`src/sleep_ctrl_pkg.sv`:
```
// Constants, types and register map of the sleep mode controller
// Overview of operation
// - Sleep mode select takes codes 0 to 6; larger writes are ignored.
// - After reset sleep mode is disabled and the block stays awake.
// - Option bit 0 clear polls on cyclic wake-up; set skips the poll.
// - Option bit 1 clear samples on wake when sampling enabled; set skips it.
// - Cyclic sleep wakes at period end, checks data, sleeps again if idle.
// - Cyclic sleep period counts 10 ms units, 0 to 0x68b0.
// - Sleep period only acts in modes 4 to 6, otherwise ignored.
// - Coordinator with nonzero period discards held message after 2.5 periods.
// - Sleep only after idle time, 1 to 0xffff in 1 ms units.
// - Idle time before sleep only acts in cyclic modes 4 and 5.
package sleep_ctrl_pkg;

    // Register port
    localparam int          ADDR_W             = 8;
    localparam int          DATA_W             = 32;
    localparam logic [7:0]  REG_SLEEP_MODE     = 8'h00;
    localparam logic [7:0]  REG_SLEEP_OPTIONS  = 8'h04;
    localparam logic [7:0]  REG_CYCLIC_PERIOD  = 8'h08;
    localparam logic [7:0]  REG_IDLE_TIME      = 8'h0c;
    localparam logic [7:0]  REG_CONTROL        = 8'h10;
    localparam logic [7:0]  REG_STATUS         = 8'h14;

    // Reset values
    localparam logic [2:0]  SLEEP_MODE_RST     = 3'h0;
    localparam logic [1:0]  OPTIONS_RST        = 2'h0;
    localparam logic [15:0] PERIOD_RST         = 16'h0000;
    localparam logic [15:0] IDLE_TIME_RST      = 16'h03e8;
    localparam logic [1:0]  CONTROL_RST        = 2'h0;

    // Ranges
    localparam logic [2:0]  MODE_MAX           = 3'h6;
    localparam logic [15:0] PERIOD_MAX         = 16'h68b0;
    localparam logic [15:0] IDLE_TIME_MIN      = 16'h0001;

    // Field positions
    localparam int          OPT_POLL_DIS_BIT   = 0;
    localparam int          OPT_SAMPLE_DIS_BIT = 1;
    localparam int          CTRL_SAMPLE_EN_BIT = 0;
    localparam int          CTRL_COORD_EN_BIT  = 1;
    localparam int          STAT_STATE_LSB     = 0;
    localparam int          STAT_HELD_BIT      = 4;
    localparam int          STAT_COORD_BIT     = 5;
    localparam int          STAT_PIN_BIT       = 6;

    // Timing
    localparam int          CLK_PERIOD_PS      = 8000;
    localparam int          IDLE_UNIT_MS       = 1;
    localparam int          PERIOD_UNIT_MS     = 10;
    localparam int          HOLD_FACTOR_X10    = 25;
    localparam int          MS_CYCLES          =
        IDLE_UNIT_MS * 1000000000 / CLK_PERIOD_PS;
    localparam int          MS_PER_PERIOD      = PERIOD_UNIT_MS / IDLE_UNIT_MS;
    localparam int          HOLD_MS_PER_UNIT   =
        PERIOD_UNIT_MS * HOLD_FACTOR_X10 / 10;
    localparam int          HOLD_W             = 20;

    typedef enum logic [2:0] {
        MODE_DISABLED      = 3'h0,
        MODE_PIN_HIBERNATE = 3'h1,
        MODE_PIN_DOZE      = 3'h2,
        MODE_RESERVED      = 3'h3,
        MODE_CYCLIC        = 3'h4,
        MODE_CYCLIC_PIN    = 3'h5,
        MODE_COORDINATOR   = 3'h6
    } sleep_mode_t;

    typedef enum logic [1:0] {
        PS_AWAKE  = 2'h0,
        PS_ASLEEP = 2'h1,
        PS_WAKING = 2'h2
    } power_state_t;

    typedef struct packed {
        logic [2:0]  sleep_mode_select;
        logic        poll_dis;
        logic        sample_dis;
        logic [15:0] cyclic_sleep_period;
        logic [15:0] idle_time_before_sleep;
        logic        coord_en;
        logic        sample_en;
    } sleep_cfg_t;

    typedef struct packed {
        logic        wr;
        logic        rd;
        logic [7:0]  addr;
        logic [31:0] wdata;
    } reg_req_t;

endpackage : sleep_ctrl_pkg

```
`src/interval_timer.sv`:
```
// Down counter that expires after a loaded number of ticks
module interval_timer #(
    parameter int WIDTH = 16
) (
    // Clock and reset
    input  wire logic             i_ref_clk,
    input  wire logic             i_resetn,
    // Control
    input  wire logic             i_load,
    input  wire logic [WIDTH-1:0] i_value,
    input  wire logic             i_stop,
    input  wire logic             i_tick,
    // Status
    output logic                  o_armed,
    output logic                  o_expired
);

    logic [WIDTH-1:0] count;
    wire              last_tick = o_armed && i_tick && (count <= 1);

    // Load wins over stop so a restart is never lost
    always_ff @(posedge i_ref_clk or negedge i_resetn) begin
        if (!i_resetn) begin
            count     <= '0;
            o_armed   <= 1'b0;
            o_expired <= 1'b0;
        end else begin
            o_expired <= last_tick && !i_load && !i_stop;
            if (i_load) begin
                count   <= i_value;
                o_armed <= 1'b1;
            end else if (i_stop || last_tick) begin
                count   <= '0;
                o_armed <= 1'b0;
            end else if (o_armed && i_tick) begin
                count   <= count - 1'b1;
            end
        end
    end

endmodule : interval_timer

```
`src/sleep_mode_controller.sv`:
```
// Sleep mode controller: registers, sleep state machine and timers
//
// Local design decisions: the placing of the registers and the address-and-strobe port.
module sleep_mode_controller #(
    parameter int MS_CYCLES = sleep_ctrl_pkg::MS_CYCLES
) (
    // Clock and reset
    input  wire logic        i_ref_clk,
    input  wire logic        i_resetn,
    // Register port
    input  wire logic [7:0]  i_reg_addr,
    input  wire logic [31:0] i_reg_wdata,
    input  wire logic        i_reg_wr,
    input  wire logic        i_reg_rd,
    output logic [31:0]      o_reg_rdata,
    // Activity from the serial and radio logic
    input  wire logic        i_serial_activity,
    input  wire logic        i_rf_activity,
    input  wire logic        i_data_pending,
    // Sleep request pin, asynchronous
    input  wire logic        i_sleep_pin,
    // Indirect message queue
    input  wire logic        i_msg_queued,
    input  wire logic        i_msg_delivered,
    // Power outputs
    output logic             o_sleep,
    output logic             o_deep_sleep,
    output logic             o_poll_req,
    output logic             o_sample_req,
    output logic             o_msg_held,
    output logic             o_msg_discard
);

    sleep_ctrl_pkg::reg_req_t     req;
    sleep_ctrl_pkg::sleep_cfg_t   cfg;
    sleep_ctrl_pkg::power_state_t state;
    sleep_ctrl_pkg::power_state_t next_state;
    logic                         pin_meta;
    logic                         pin_sync;
    logic                         ms_armed;
    logic                         ms_tick;
    logic                         ten_armed;
    logic                         ten_tick;
    logic                         idle_armed;
    logic                         idle_done;
    logic                         period_armed;
    logic                         period_done;
    logic                         hold_armed;
    logic                         hold_done;
    logic [31:0]                  rd_word;

    assign req = '{wr: i_reg_wr, rd: i_reg_rd, addr: i_reg_addr,
                   wdata: i_reg_wdata};

    // Address decode
    wire sel_mode    = req.addr == sleep_ctrl_pkg::REG_SLEEP_MODE;
    wire sel_opts    = req.addr == sleep_ctrl_pkg::REG_SLEEP_OPTIONS;
    wire sel_period  = req.addr == sleep_ctrl_pkg::REG_CYCLIC_PERIOD;
    wire sel_idle    = req.addr == sleep_ctrl_pkg::REG_IDLE_TIME;
    wire sel_ctrl    = req.addr == sleep_ctrl_pkg::REG_CONTROL;
    wire sel_status  = req.addr == sleep_ctrl_pkg::REG_STATUS;

    wire mode_ok     = (req.wdata[31:3] == 29'h0)
                    && (req.wdata[2:0] <= sleep_ctrl_pkg::MODE_MAX);
    wire period_ok   = (req.wdata[31:16] == 16'h0)
                    && (req.wdata[15:0] <= sleep_ctrl_pkg::PERIOD_MAX);
    wire idle_ok     = (req.wdata[31:16] == 16'h0)
                    && (req.wdata[15:0] >= sleep_ctrl_pkg::IDLE_TIME_MIN);
    wire wr_mode     = req.wr && sel_mode && mode_ok;
    wire wr_opts     = req.wr && sel_opts;
    wire wr_period   = req.wr && sel_period && period_ok;
    wire wr_idle     = req.wr && sel_idle && idle_ok;
    wire wr_ctrl     = req.wr && sel_ctrl;
    wire cfg_write   = wr_mode || wr_period || wr_idle;

    // Mode classes
    wire [2:0] mode  = cfg.sleep_mode_select;
    wire cyclic      = (mode == sleep_ctrl_pkg::MODE_CYCLIC)
                    || (mode == sleep_ctrl_pkg::MODE_CYCLIC_PIN);
    wire pin_mode    = (mode == sleep_ctrl_pkg::MODE_PIN_HIBERNATE)
                    || (mode == sleep_ctrl_pkg::MODE_PIN_DOZE);
    wire sleep_mode  = cyclic || pin_mode;
    // Period valid only in modes 4 to 6
    wire period_used = cyclic || (mode == sleep_ctrl_pkg::MODE_COORDINATOR);
    // Holding needs coordinator role and nonzero period
    wire coord_on    = period_used && (cfg.cyclic_sleep_period != 16'h0)
                    && ((mode == sleep_ctrl_pkg::MODE_COORDINATOR)
                        || cfg.coord_en);
    wire activity    = i_serial_activity || i_rf_activity;

    // Configuration registers
    always_ff @(posedge i_ref_clk or negedge i_resetn) begin
        if (!i_resetn) begin
            cfg.sleep_mode_select      <= sleep_ctrl_pkg::SLEEP_MODE_RST;
            {cfg.sample_dis, cfg.poll_dis} <= sleep_ctrl_pkg::OPTIONS_RST;
            cfg.cyclic_sleep_period    <= sleep_ctrl_pkg::PERIOD_RST;
            cfg.idle_time_before_sleep <= sleep_ctrl_pkg::IDLE_TIME_RST;
            {cfg.coord_en, cfg.sample_en} <= sleep_ctrl_pkg::CONTROL_RST;
        end else begin
            if (wr_mode) begin
                cfg.sleep_mode_select <= req.wdata[2:0];
            end
            if (wr_opts) begin
                cfg.poll_dis   <= req.wdata[sleep_ctrl_pkg::OPT_POLL_DIS_BIT];
                cfg.sample_dis <=
                    req.wdata[sleep_ctrl_pkg::OPT_SAMPLE_DIS_BIT];
            end
            if (wr_period) begin
                cfg.cyclic_sleep_period <= req.wdata[15:0];
            end
            if (wr_idle) begin
                cfg.idle_time_before_sleep <= req.wdata[15:0];
            end
            if (wr_ctrl) begin
                cfg.sample_en <= req.wdata[sleep_ctrl_pkg::CTRL_SAMPLE_EN_BIT];
                cfg.coord_en  <= req.wdata[sleep_ctrl_pkg::CTRL_COORD_EN_BIT];
            end
        end
    end

    // Pin synchroniser
    always_ff @(posedge i_ref_clk or negedge i_resetn) begin
        if (!i_resetn) begin
            pin_meta <= 1'b0;
            pin_sync <= 1'b0;
        end else begin
            pin_meta <= i_sleep_pin;
            pin_sync <= pin_meta;
        end
    end

    // Millisecond and ten millisecond ticks run freely
    interval_timer #(.WIDTH(17)) u_ms_prescale (
        .i_ref_clk (i_ref_clk),
        .i_resetn  (i_resetn),
        .i_load    (ms_tick || !ms_armed),
        .i_value   (17'(MS_CYCLES - 1)),
        .i_stop    (1'b0),
        .i_tick    (1'b1),
        .o_armed   (ms_armed),
        .o_expired (ms_tick)
    );

    // Free-running, so a sleep period may end up to one unit early
    interval_timer #(.WIDTH(4)) u_ten_prescale (
        .i_ref_clk (i_ref_clk),
        .i_resetn  (i_resetn),
        .i_load    (ten_tick || !ten_armed),
        .i_value   (4'(sleep_ctrl_pkg::MS_PER_PERIOD)),
        .i_stop    (1'b0),
        .i_tick    (ms_tick),
        .o_armed   (ten_armed),
        .o_expired (ten_tick)
    );

    wire enter_sleep = (state == sleep_ctrl_pkg::PS_AWAKE)
                    && (next_state == sleep_ctrl_pkg::PS_ASLEEP);
    wire waking      = state == sleep_ctrl_pkg::PS_WAKING;

    interval_timer #(.WIDTH(16)) u_idle_timer (
        .i_ref_clk (i_ref_clk),
        .i_resetn  (i_resetn),
        .i_load    (activity || cfg_write || waking),
        .i_value   (cfg.idle_time_before_sleep),
        .i_stop    (!cyclic),
        .i_tick    (ms_tick),
        .o_armed   (idle_armed),
        .o_expired (idle_done)
    );

    // Period counted in 10 ms ticks
    interval_timer #(.WIDTH(16)) u_period_timer (
        .i_ref_clk (i_ref_clk),
        .i_resetn  (i_resetn),
        .i_load    (enter_sleep && cyclic),
        .i_value   (cfg.cyclic_sleep_period),
        .i_stop    (!cyclic),
        .i_tick    (ten_tick),
        .o_armed   (period_armed),
        .o_expired (period_done)
    );

    // Hold time is 2.5 periods in ms
    wire [19:0] hold_ms = 20'(cfg.cyclic_sleep_period
                            * sleep_ctrl_pkg::HOLD_MS_PER_UNIT);

    interval_timer #(.WIDTH(sleep_ctrl_pkg::HOLD_W)) u_hold_timer (
        .i_ref_clk (i_ref_clk),
        .i_resetn  (i_resetn),
        .i_load    (i_msg_queued && coord_on),
        .i_value   (hold_ms),
        .i_stop    (i_msg_delivered || !coord_on),
        .i_tick    (ms_tick),
        .o_armed   (hold_armed),
        .o_expired (hold_done)
    );

    // Sleep state machine
    always_comb begin
        next_state = state;
        case (state)
            sleep_ctrl_pkg::PS_AWAKE: begin
                // Idle time used only in cyclic modes
                if (cyclic && idle_done && !activity) begin
                    next_state = sleep_ctrl_pkg::PS_ASLEEP;
                end else if (pin_mode && pin_sync) begin
                    next_state = sleep_ctrl_pkg::PS_ASLEEP;
                end
            end
            sleep_ctrl_pkg::PS_ASLEEP: begin
                if (!sleep_mode) begin
                    next_state = sleep_ctrl_pkg::PS_AWAKE;
                end else if (cyclic && period_done) begin
                    next_state = sleep_ctrl_pkg::PS_WAKING;
                end else if (mode == sleep_ctrl_pkg::MODE_CYCLIC_PIN
                             && !pin_sync) begin
                    next_state = sleep_ctrl_pkg::PS_WAKING;
                end else if (pin_mode && !pin_sync) begin
                    next_state = sleep_ctrl_pkg::PS_WAKING;
                end
            end
            sleep_ctrl_pkg::PS_WAKING: begin
                next_state = sleep_ctrl_pkg::PS_AWAKE;
            end
            default: begin
                next_state = sleep_ctrl_pkg::PS_AWAKE;
            end
        endcase
    end

    always_ff @(posedge i_ref_clk or negedge i_resetn) begin
        if (!i_resetn) begin
            state <= sleep_ctrl_pkg::PS_AWAKE;
        end else begin
            state <= next_state;
        end
    end

    // Held message flag; a new message wins over the clear
    always_ff @(posedge i_ref_clk or negedge i_resetn) begin
        if (!i_resetn) begin
            o_msg_held <= 1'b0;
        end else if (i_msg_queued && coord_on) begin
            o_msg_held <= 1'b1;
        end else if (hold_done || i_msg_delivered || !coord_on) begin
            o_msg_held <= 1'b0;
        end
    end

    assign o_msg_discard = hold_done && o_msg_held;
    assign o_sleep       = state == sleep_ctrl_pkg::PS_ASLEEP;
    assign o_deep_sleep  = o_sleep
                        && (mode == sleep_ctrl_pkg::MODE_PIN_HIBERNATE);
    // Poll on cyclic wake unless disabled
    assign o_poll_req    = waking && cyclic && !cfg.poll_dis;
    assign o_sample_req  = waking && cfg.sample_en && !cfg.sample_dis;

    // Read selection
    wire [31:0] status_word = 32'(
        (32'(state) << sleep_ctrl_pkg::STAT_STATE_LSB)
      | (32'(o_msg_held) << sleep_ctrl_pkg::STAT_HELD_BIT)
      | (32'(coord_on) << sleep_ctrl_pkg::STAT_COORD_BIT)
      | (32'(pin_sync) << sleep_ctrl_pkg::STAT_PIN_BIT));
    assign rd_word =
        sel_mode   ? {29'h0, cfg.sleep_mode_select} :
        sel_opts   ? {30'h0, cfg.sample_dis, cfg.poll_dis} :
        sel_period ? {16'h0, cfg.cyclic_sleep_period} :
        sel_idle   ? {16'h0, cfg.idle_time_before_sleep} :
        sel_ctrl   ? {30'h0, cfg.coord_en, cfg.sample_en} :
        sel_status ? status_word : 32'h0;

    // Read data stands for one cycle only
    always_ff @(posedge i_ref_clk or negedge i_resetn) begin
        if (!i_resetn) begin
            o_reg_rdata <= 32'h0;
        end else begin
            o_reg_rdata <= req.rd ? rd_word : 32'h0;
        end
    end
endmodule : sleep_mode_controller

```
`config.mk`:
```
export PLATFORM = sky130hd
export DESIGN_NAME = sleep_mode_controller
export DESIGN_NICKNAME = d
export VERILOG_FILES = /design/src/sleep_ctrl_pkg.sv /design/src/interval_timer.sv /design/src/sleep_mode_controller.sv
export SDC_FILE = /design/constraint.sdc
export NUM_CORES = 1
export LEC_CHECK = 0
export BUFFER_PORTS_ARGS = -buffer_cell sky130_fd_sc_hd__buf_2
export CAP_MARGIN = 15
export CORE_AREA = 2 2 140 142
export DETAILED_ROUTE_END_ITERATION = 8
export DIE_AREA = 0 0 142 144
export PLACE_DENSITY = 0.74
export REMOVE_ABC_BUFFERS = 1
export SKIP_LAST_GASP = 1
export SLEW_MARGIN = 20
export SYNTH_ARGS = -nofsm -noshare
export SYNTH_HDL_FRONTEND = slang
export SYNTH_SLANG_ARGS = --single-unit
```
`constraint.sdc`:
```
create_clock -name i_ref_clk -period 3.3 [get_ports i_ref_clk]
set_input_delay 0.66 -clock i_ref_clk [delete_from_list [all_inputs] [get_ports i_ref_clk]]
set_output_delay 0.66 -clock i_ref_clk [all_outputs]
set_load 0.01 [all_outputs]
```
* Word level (Yosys, flattened, before mapping) *
Cells that the tools add are included.

cells by class
  add/sub/neg operators = 5
  $mul = 1
  magnitude comparators = 8
  eq/ne operators = 13
  multiplexer cells = 41
  bitwise gates (word level) = 3
  reductions and logical operators = 93

operators with widths
  operator                                                            count
  two-way mux 16 bit                                                  11
  two-way mux 20 bit                                                  3
  two-way mux 17 bit                                                  3
  logical AND 1 bit                                                   45
  less-or-equal comparator 16 x 1 -> 1 bit, second input constant     2
  subtractor 16 x 1 -> 16 bit, second input constant                  2
  zero test 29 bit                                                    1
  less-or-equal comparator 20 x 1 -> 1 bit, second input constant     1
  multiplier 16 x 5 -> 20 bit, second input constant                  1
  subtractor 20 x 1 -> 20 bit, second input constant                  1
  logical OR 1 bit                                                    18
  less-or-equal comparator 17 x 1 -> 1 bit, second input constant     1
  subtractor 17 x 1 -> 17 bit, second input constant                  1
  == test 8 x 4 -> 1 bit, second input constant                       2
  == test 8 x 5 -> 1 bit, second input constant                       2
  greater-or-equal comparator 16 x 1 -> 1 bit, second input constant  1
  less-or-equal comparator 16 x 15 -> 1 bit, second input constant    1
  zero test 16 bit                                                    1
  nonzero test 16 bit                                                 1
  nonzero test 3 bit                                                  5
  zero test 1 bit                                                     14
  two-way mux 7 bit                                                   2
  two-way mux 1 bit                                                   12
  two-way mux 2 bit                                                   6
  17 further kinds                                                    27

storage, ports and cells
  register bits after elaboration = 143
  output and inout bits = 38
  word-level logic and storage cells = 191

* Logic depth before layout (Yosys ltp) *
Gate-level depths: netlist of run 1.

  word-level depth = 14
  mapped depth = 14
  gate-level depth less buffers = 14

* Hierarchy *
From an unflattened synthesis of run 1, not the netlist that was laid out.

unflattened totals
  cell total of the unflattened synthesis = 1080
  area total of the unflattened synthesis = 9804.4 sq um

by module, submodules not included
  module                             instances  cells each  area each (sq um)
  sleep_mode_controller              1          450         4560.6
  interval_timer (u_idle_timer ...)  2          150         1167.4
  interval_timer (u_hold_timer)      1          175         1433.9
  interval_timer (u_ms_prescale)     1          117         1129.8
  interval_timer (u_ten_prescale)    1          38          345.3

* Worst setup path after synthesis of run 1 *
No wires, ideal clock.

  path kind = register -> register
  from = register cfg[24] in the netlist's numbering
  to = register u_hold_timer.count[19]
  library setup time = 0.104 ns
  data arrival time = 3.262 ns
  required time = 3.196 ns
  setup slack = -0.065 ns
  stages on the path, launching flop included = 14
  path through = dfrtp_1 -> inv_1 -> ha_1 -> ha_1 -> inv_1 -> fa_1 -> inv_1 -> ha_1 -> a21oi_1 -> nand2_1 -> o21ai_0 -> o21ai_0 -> o41a_1 -> o311ai_1

between the ends
  cells in the longest elaborated chain, start to end = 8
  elaborated cells on any way between the ends = 11
  those cells by class = mul: 1; mux: 2; reduce/logical: 8

ends and longest elaborated chain
  what                                                                                 RTL line                     RTL
  start: declaration                                                                   sleep_mode_controller.sv:35  sleep_ctrl_pkg::sleep_cfg_t cfg;
  parallel branches: the longest is 8 deep, another holds multiplier 16 x 5 -> 20 bit  -
  end signal: assignment                                                               interval_timer.sv:30         count <= i_value;
  end signal: assignment                                                               interval_timer.sv:36         count <= count - 1'b1;
  end: declaration                                                                     interval_timer.sv:18         logic [WIDTH-1:0] count;

Several ways; the timed one is not identified.
A chain may end at the register's enable or synchronous reset.

* Worst setup path after layout of run 1 *
  from = register cfg[25] in the netlist's numbering
  to = register u_hold_timer.count[13]

The elaborated chain is that of the path after synthesis.

==> reports/results.ini, run 1 <==
[cells_and_area]
final_nets=1252
design_area_um2=11070
drive_gt1_share_pct=24.91
multi_input_area_um2=5321
layout_common_cells=dfrtp_1 (136), nand2_1 (81), buf_4 (78)
final_cells=1374
fin_util_pct=58.02
n_antenna_cell=0
final_common_cell=dfrtp_1
register_area_um2=3587
n_fill_cell=1577
syn_to_final_growth_pct=20.94

[power]
pwr-share-comb_pct=3.6
p_int_w=0.002963
switchingPower_w=0.0009529
max-vdd-ir-drop_v=0.0003624
p_per_area_nw_per_um2=353.8
p_leak_nw=5.317
switching_share_pct=24.33
pwr-share-seq_pct=45.0
clock_power_share_pct=51.5

[status]
violations=setup timing
status=complete, but fails checks

[timing]
tightest_slew_ps=770.3
worst_clock_skew_ps=10.27
period_minus_slack_ps=3320
grt_setup_unrepaired=true
drv_slew=0
hold_viol=0
slew_headroom_pct=48.64
tns_ps=-20.17
finalSetupViolCount=1
clock.fmax_mhz=301.2
fin_crit_sh_pct=100.6
worst_slack_ps=-20.17

[route]
detail_route.vias_per_cell=5.837
firstDrtPassIters=6
vias=8020
drt_first_iter_violations=592
drc=0
post_drt_wl_per_cell_um=17.17
final_antenna_net_count=0
routed_wl_um=23590

[hold_path]
hold_class=input port to asynchronous set/reset pin

[global_route]
grt_usage_pct=23.48
antenna_found_initial=0
grt_pass1_wl_um=37650
grt_pass1_vias=7535
grt_max_degree=76
grt_overflow=0

[clock_network]
clk_path_buf_depth=2
clk_pin_slew_ps=70
cts_hold_buf=0
clk_latency_ps=440
cts_buffers=17
htreeDepth=4
cts.sinks=143
tritoncts=yes
clock-root-buffer=clkbuf_16

[die]
die_area_um2=20450
rows=51
die_w_um=142
ios=88
die_height_um=144
coreArea_um2=19080
start_util_pct=47.98

[logic_synthesis]
ys_async_sr_fraction_pct=100.0
ys_ff_latch=143
synth_cells=993
synth.avg_cell_area_um2=9.218
synth.distinct_cells=73
yosys_warnings=0
synthFlopType=dfrtp_1
synth_edf_count=0
seq_area_frac_synth_pct=39.17
syn_area_um2=9154

[placed_design]
port_buffers=70
place_congestion=0.9494
placed_area_um2=10130
hpwlAfterDp_um=16830
dp_cells=1333
place_worst_setup_slack_ps=-149.7

[run]
maxCapViolations=0

[setup_path]
arrival_ps=3640
end_kind=register
worst-setup-path-type=register to register
crit_path_start_kind=register
crit_fanout=4
worstPathRequired_ps=3620

==> cells in the mapped netlist, drive strengths merged (4+ instances only) <==
cell      n  share of area (%)
a211oi    4               0.33
a21o      5               0.41
a21oi    48                2.6
a221o     9               0.98
a22oi    15                1.2
a31oi     4               0.27
a32oi     8               0.77
and2      6               0.41
and3      8               0.55
buf      25                1.9
clkbuf   29                1.2
dfrtp   137                 37
dfstp     6                1.7
fa       11                2.4
ha       68                9.3
inv      77                3.2
mux2     36                4.4
mux2i     4               0.44
nand2    84                3.6
nand2b   16                1.1
nand3    17               0.93
nand4     4               0.27
nor2     79                3.2
nor2b     7               0.48
nor3     39                2.1
nor3b     8               0.66
nor4     30                2.2
nor4b     5               0.64
o211ai    5               0.41
o21a      4               0.33
o21ai    84                4.6
o221ai    6               0.57
o22ai     4               0.27
o311ai    4               0.38
o31ai    11               0.90
or2       5               0.34
or3      18                1.3
or4       5               0.45
xnor2    13                1.2
xor2     11                1.1
==> worst paths after layout <==
| check | from | to | slack [ps] | cells past startpoint |
|---|---|---|---|---|
| max in group asynchronous | i_resetn | cfg[8] | 2220 | 2 |
| min | i_resetn | u_ms_prescale.count[2] | 240 | 1 |
| max | cfg[25] | u_hold_timer.count[13] | -20 | 16 |
| min in group i_ref_clk | i_sleep_pin | pin_meta | 330 | 1 |
| min reg2reg | pin_meta | pin_sync | 360 | 0 |
| max reg2reg | cfg[25] | u_hold_timer.count[13] | -20 | 16 |
==> worst max-delay path, cell delays in order (launching register included) <==
cell      delay, ps
dfrtp_1         380
inv_1           110
ha_1            250
ha_1            290
inv_1            50
fa_1            500
inv_1            70
ha_4            270
buf_4           110
nand2_1          70
o21ai_1         140
o21ai_1          90
buf_4           160
o21bai_1        170
a21oi_2          80
xnor2_1         140
a221o_1         320
==> routing by layer <==
layer	vias to the layer above	routed length, um	GRT usage (%)
li1	3804	-	-
met5	-	0	0
met4	0	788	10.42
met3	57	1421	4.172
met2	313	11240	37.15
met1	3846	10140	31.72
==> registers in the layout, summed over array words and instances, names as in the netlist, 2 cells and up <==
signal and cells:
cfg 36, u_hold_timer.count 20, u_ms_prescale.count 17, o_reg_rdata 16
u_idle_timer.count 16, u_period_timer.count 16, u_ten_prescale.count 4, mode 3
state 2
==> kinds of logic after synthesis <==
logic type | Yosys count | synth area share [%]
and+or+nand+nor | 343 | 19.46
AOI/OAI and AO/OA | 232 | 16.22
adders and majority gates | 79 | 11.70
muxes | 40 | 4.866
other | 1 | 0.04097
DFF | 143 | 39.17
xor gates and xnor gates | 24 | 2.296
buffers and inverters | 131 | 6.233
==> area by class of cell <==
| type | instances | area share (%) |
|---|---|---|
| clock buffers | 18 | 3.967 |
| clock inverters | 14 | 1.548 |
| inverters | 77 | 2.611 |
| multi-input cells | 734 | 48.07 |
| flip-flops and latches | 143 | 32.40 |
| well taps | 238 | 2.690 |
| repair buffers | 150 | 8.714 |
==> power groups by stage <==
stage / Sequential [W] / Clock [W] / Combinational [W]
floorplan: 0.00179 / 0 / 0.0000342
global placement: 0.00179 / 0 / 0.000138
detailed placement: 0.00179 / 0 / 0.000141
CTS: 0.00176 / 0.00204 / 0.000141
global route: 0.00176 / 0.00211 / 0.000157
finish: 0.00176 / 0.00202 / 0.000139
==> repair_timing <==
| item | 4_1_cts | 5_1_grt |
|---|---|---|
| pin swaps | 10 | 27 |
| resized for setup | 18 | 33 |
| endpoints found under the setup margin | 6 | 9 |
| buffers inserted | 5 | 4 |
==> per-stage QoR <==
| step | power, W | hold WS [ps] |
|---|---|---|
| after floorplan | 0.001827 | 331.2 |
| after global placement | 0.001931 | 333.7 |
| after detailed placement | 0.001934 | 342.5 |
| after CTS | 0.003943 | 277.4 |
| after global routing | 0.004027 | 305.5 |
| final | 0.003916 | 239.2 |
(Power assumes the default switching activity.)
==> run 2: changes to the inputs <==
--- a/config.mk
+++ b/config.mk
@@ -7,13 +7,14 @@
 export LEC_CHECK = 0
 export BUFFER_PORTS_ARGS = -buffer_cell sky130_fd_sc_hd__buf_2
 export CAP_MARGIN = 15
-export CORE_AREA = 2 2 140 142
+export CORE_AREA = 2 2 145 147
 export DETAILED_ROUTE_END_ITERATION = 8
-export DIE_AREA = 0 0 142 144
-export PLACE_DENSITY = 0.74
+export DIE_AREA = 0 0 147 149
+export PLACE_DENSITY = 0.73
 export REMOVE_ABC_BUFFERS = 1
 export SKIP_LAST_GASP = 1
 export SLEW_MARGIN = 20
 export SYNTH_ARGS = -nofsm -noshare
 export SYNTH_HDL_FRONTEND = slang
+export SYNTH_HIERARCHICAL = 1
 export SYNTH_SLANG_ARGS = --single-unit
==> run 2 against run 1 <==
Against the previous run: the run still ends with setup timing left; clock-buffer cell count increased by 2; cell count up 13%; sequential share of layout area is 3.2 points lower; total power up 20%; sequential cell count did not move; global-route usage up 0.99 points; register-to-register slack worse by 170 ps; hold slack lost 60 ps; critical path type unchanged; critical endpoint is now u_hold_timer/count[18]; largest cell class unchanged.
==> reports/results.ini, run 2 <==
[status]
status=complete, but fails checks
violations=setup timing

[setup_path]
critPathMaxStageDelay_ps=550
worstPathRequired_ps=3650
worst-setup-path-type=register to register
crit_path_start_kind=register
end_kind=register
slowest_stage=fa_1
cp_num_buf_inv=2
path_cells=ha_4 -> ha_4 -> inv_1 -> fa_1 -> inv_1 -> ha_4 -> a21oi_2 -> o21ai_1 -> or3_1 -> o22ai_2 -> or4b_4 -> o311ai_4 -> nand2_1 -> o21ai_1
arrival_ps=3840
crit_family=adder cells
cp_common_cell=ha_4
crit_fanout=4

[die]
coreArea_um2=20560
die_height_um=149
rows=53
die_area_um2=21900
start_util_pct=47.69
die_w_um=147
ios=88

[clock_network]
clock-root-buffer=clkbuf_16
cts_hold_buf=0
cts.sinks=143
htreeDepth=4
tritoncts=yes
clk_path_buf_depth=2
clk_pin_slew_ps=60
cts_buffers=17
clk_latency_ps=440

[power]
switchingPower_w=0.001386
pwr-share-comb_pct=15.0
pwr-share-seq_pct=43.4
p_leak_nw=5.711
max-vdd-ir-drop_v=0.0003369
p_per_area_nw_per_um2=382.1
switching_share_pct=29.46
p_int_w=0.003319
clock_power_share_pct=41.6

[cells_and_area]
final_cells=1558
final_common_cell=dfrtp_1
layout_common_cells=dfrtp_1 (132), nand2_1 (114), buf_4 (92)
fin_util_pct=59.91
design_area_um2=12320
n_antenna_cell=0
reg.largest.list=cfg (36), u_hold_timer/count (20), u_ms_prescale/count (17)
largest_reg_flops=36
final_nets=1399
n_fill_cell=1744
syn_to_final_growth_pct=25.61
drive_gt1_share_pct=28.22
top_register=cfg

[global_route]
met2_usage_pct=42.86
grt_usage_pct=24.48
grt_pass1_vias=8706
grt_overflow=0
met3_usage_pct=3.242
grt_busiest_layer=met2
use_met1_pct=30.82
grt_pass1_wl_um=43340
antenna_found_initial=0
grt_max_degree=55

[logic_synthesis]
synth_top_cell_by_area=dfrtp_1
ys_ff_latch=143
synth.area.top_cells=dfrtp_1 (35%), ha_1 (8.7%), a21oi_1 (4.5%)
synth_edf_count=0
synth.avg_cell_area_um2=9.078
seq_area_frac_synth_pct=36.57
yosysTopAreaCellShare_pct=34.97
synth_common_cells=dfrtp_1 (137), nand2_1 (116), a21oi_1 (89)
yosys_warnings=6
synth_cells=1080
synth.most_common_cell=dfrtp_1
ys_async_sr_fraction_pct=100.0
synthFlopType=dfrtp_1
synth.distinct_cells=90
syn_area_um2=9804

[timing]
worst_slack_ps=-185.3
tns_ps=-482.7
drv_slew=0
finalSetupViolCount=8
fin_crit_sh_pct=105.6
tightest_slew_ps=768.3
period_minus_slack_ps=3485
hold_ws_ps=179.2
grt_setup_unrepaired=true
clock.fmax_mhz=286.9
slew_headroom_pct=48.43
worst_clock_skew_ps=14.72
hold_viol=0

[placed_design]
hpwlAfterDp_um=19300
placed_area_um2=11080
port_buffers=70
place_congestion=0.8813
dp_cells=1511

[route]
routed_wl_um=27980
firstDrtPassIters=6
final_antenna_net_count=0
post_drt_wl_per_cell_um=17.96
drt_first_iter_violations=630
vias=9160
detail_route.vias_per_cell=5.879
drc=0

[run]
maxCapViolations=0

[hold_path]
hold_class=input port to asynchronous set/reset pin

## run 2: kinds of logic (layout without fill, tap and decap cells)
kind of cell             Yosys count  after routing  synth area share [%]
AND/OR/NAND/NOR                  400            400                 21.92
AO/OA/AOI/OAI                    268            268                 17.87
flip-flops                       143            143                 36.57
buffers and inverters            128            289                 6.074
adder cells (fa/ha/maj)           79             79                 10.92
multiplexers                      41             41                 4.862
XOR/XNOR                          19             19                 1.697
other                              2             44               0.07660
## run 2: per-stage QoR
step                worst slack (ps)  total power (W)
finish                        -185.3         0.004705
floorplan                     -562.8         0.002496
CTS                           -101.1         0.004708
global route                  -333.2         0.004905
global placement              -336.1         0.002734
detailed placement            -423.1         0.002763
## run 2: final cells by class
type	count	area [um^2]	share of cell area, %
clock buffers	20	456.7	3.708
clock inverters	12	135.1	1.097
inverters	79	296.5	2.408
multi-input cells	851	6255	50.79
flip-flops and latches	143	3592	29.17
well taps	275	344.1	2.794
repair buffers	178	1236	10.04
## run 2: worst paths after layout
check	from	end	slack [ps]	cells after the start
max in group asynchronous	i_resetn	cfg[5]	2330	2
setup / recovery	cfg[25]	u_hold_timer/count[18]	-190	14
hold reg to reg	pin_meta	pin_sync	350	0
hold / removal	i_resetn	cfg[29]	180	1
min in group i_ref_clk	i_sleep_pin	pin_meta	330	1
setup reg to reg	cfg[25]	u_hold_timer/count[18]	-190	14
## run 2: what timing repair did
item                       CTS  global route
setup endpoints to repair    8            10
pin swaps                   30            27
resized for setup           41            61
buffers inserted             6            10
## run 2: power groups by stage
stage	Clock, W	Sequential (W)	Combinational (W)
finish	0.00196	0.00204	0.000707
global route	0.00205	0.00206	0.000796
CTS	0.00197	0.00204	0.000704
detailed placement	0	0.00206	0.000701
global placement	0	0.00205	0.000680
floorplan	0	0.00203	0.000470
## run 2: layer usage
| layer | share of wire, % | vias up | wire (um) |
|---|---|---|---|
| li1 | - | 4245 | - |
| met1 | 42 | 4486 | 11630 |
| met2 | 50 | 350 | 13860 |
| met3 | 5.0 | 79 | 1389 |
| met4 | 3.9 | 0 | 1101 |
| met5 | 0 | - | 0 |
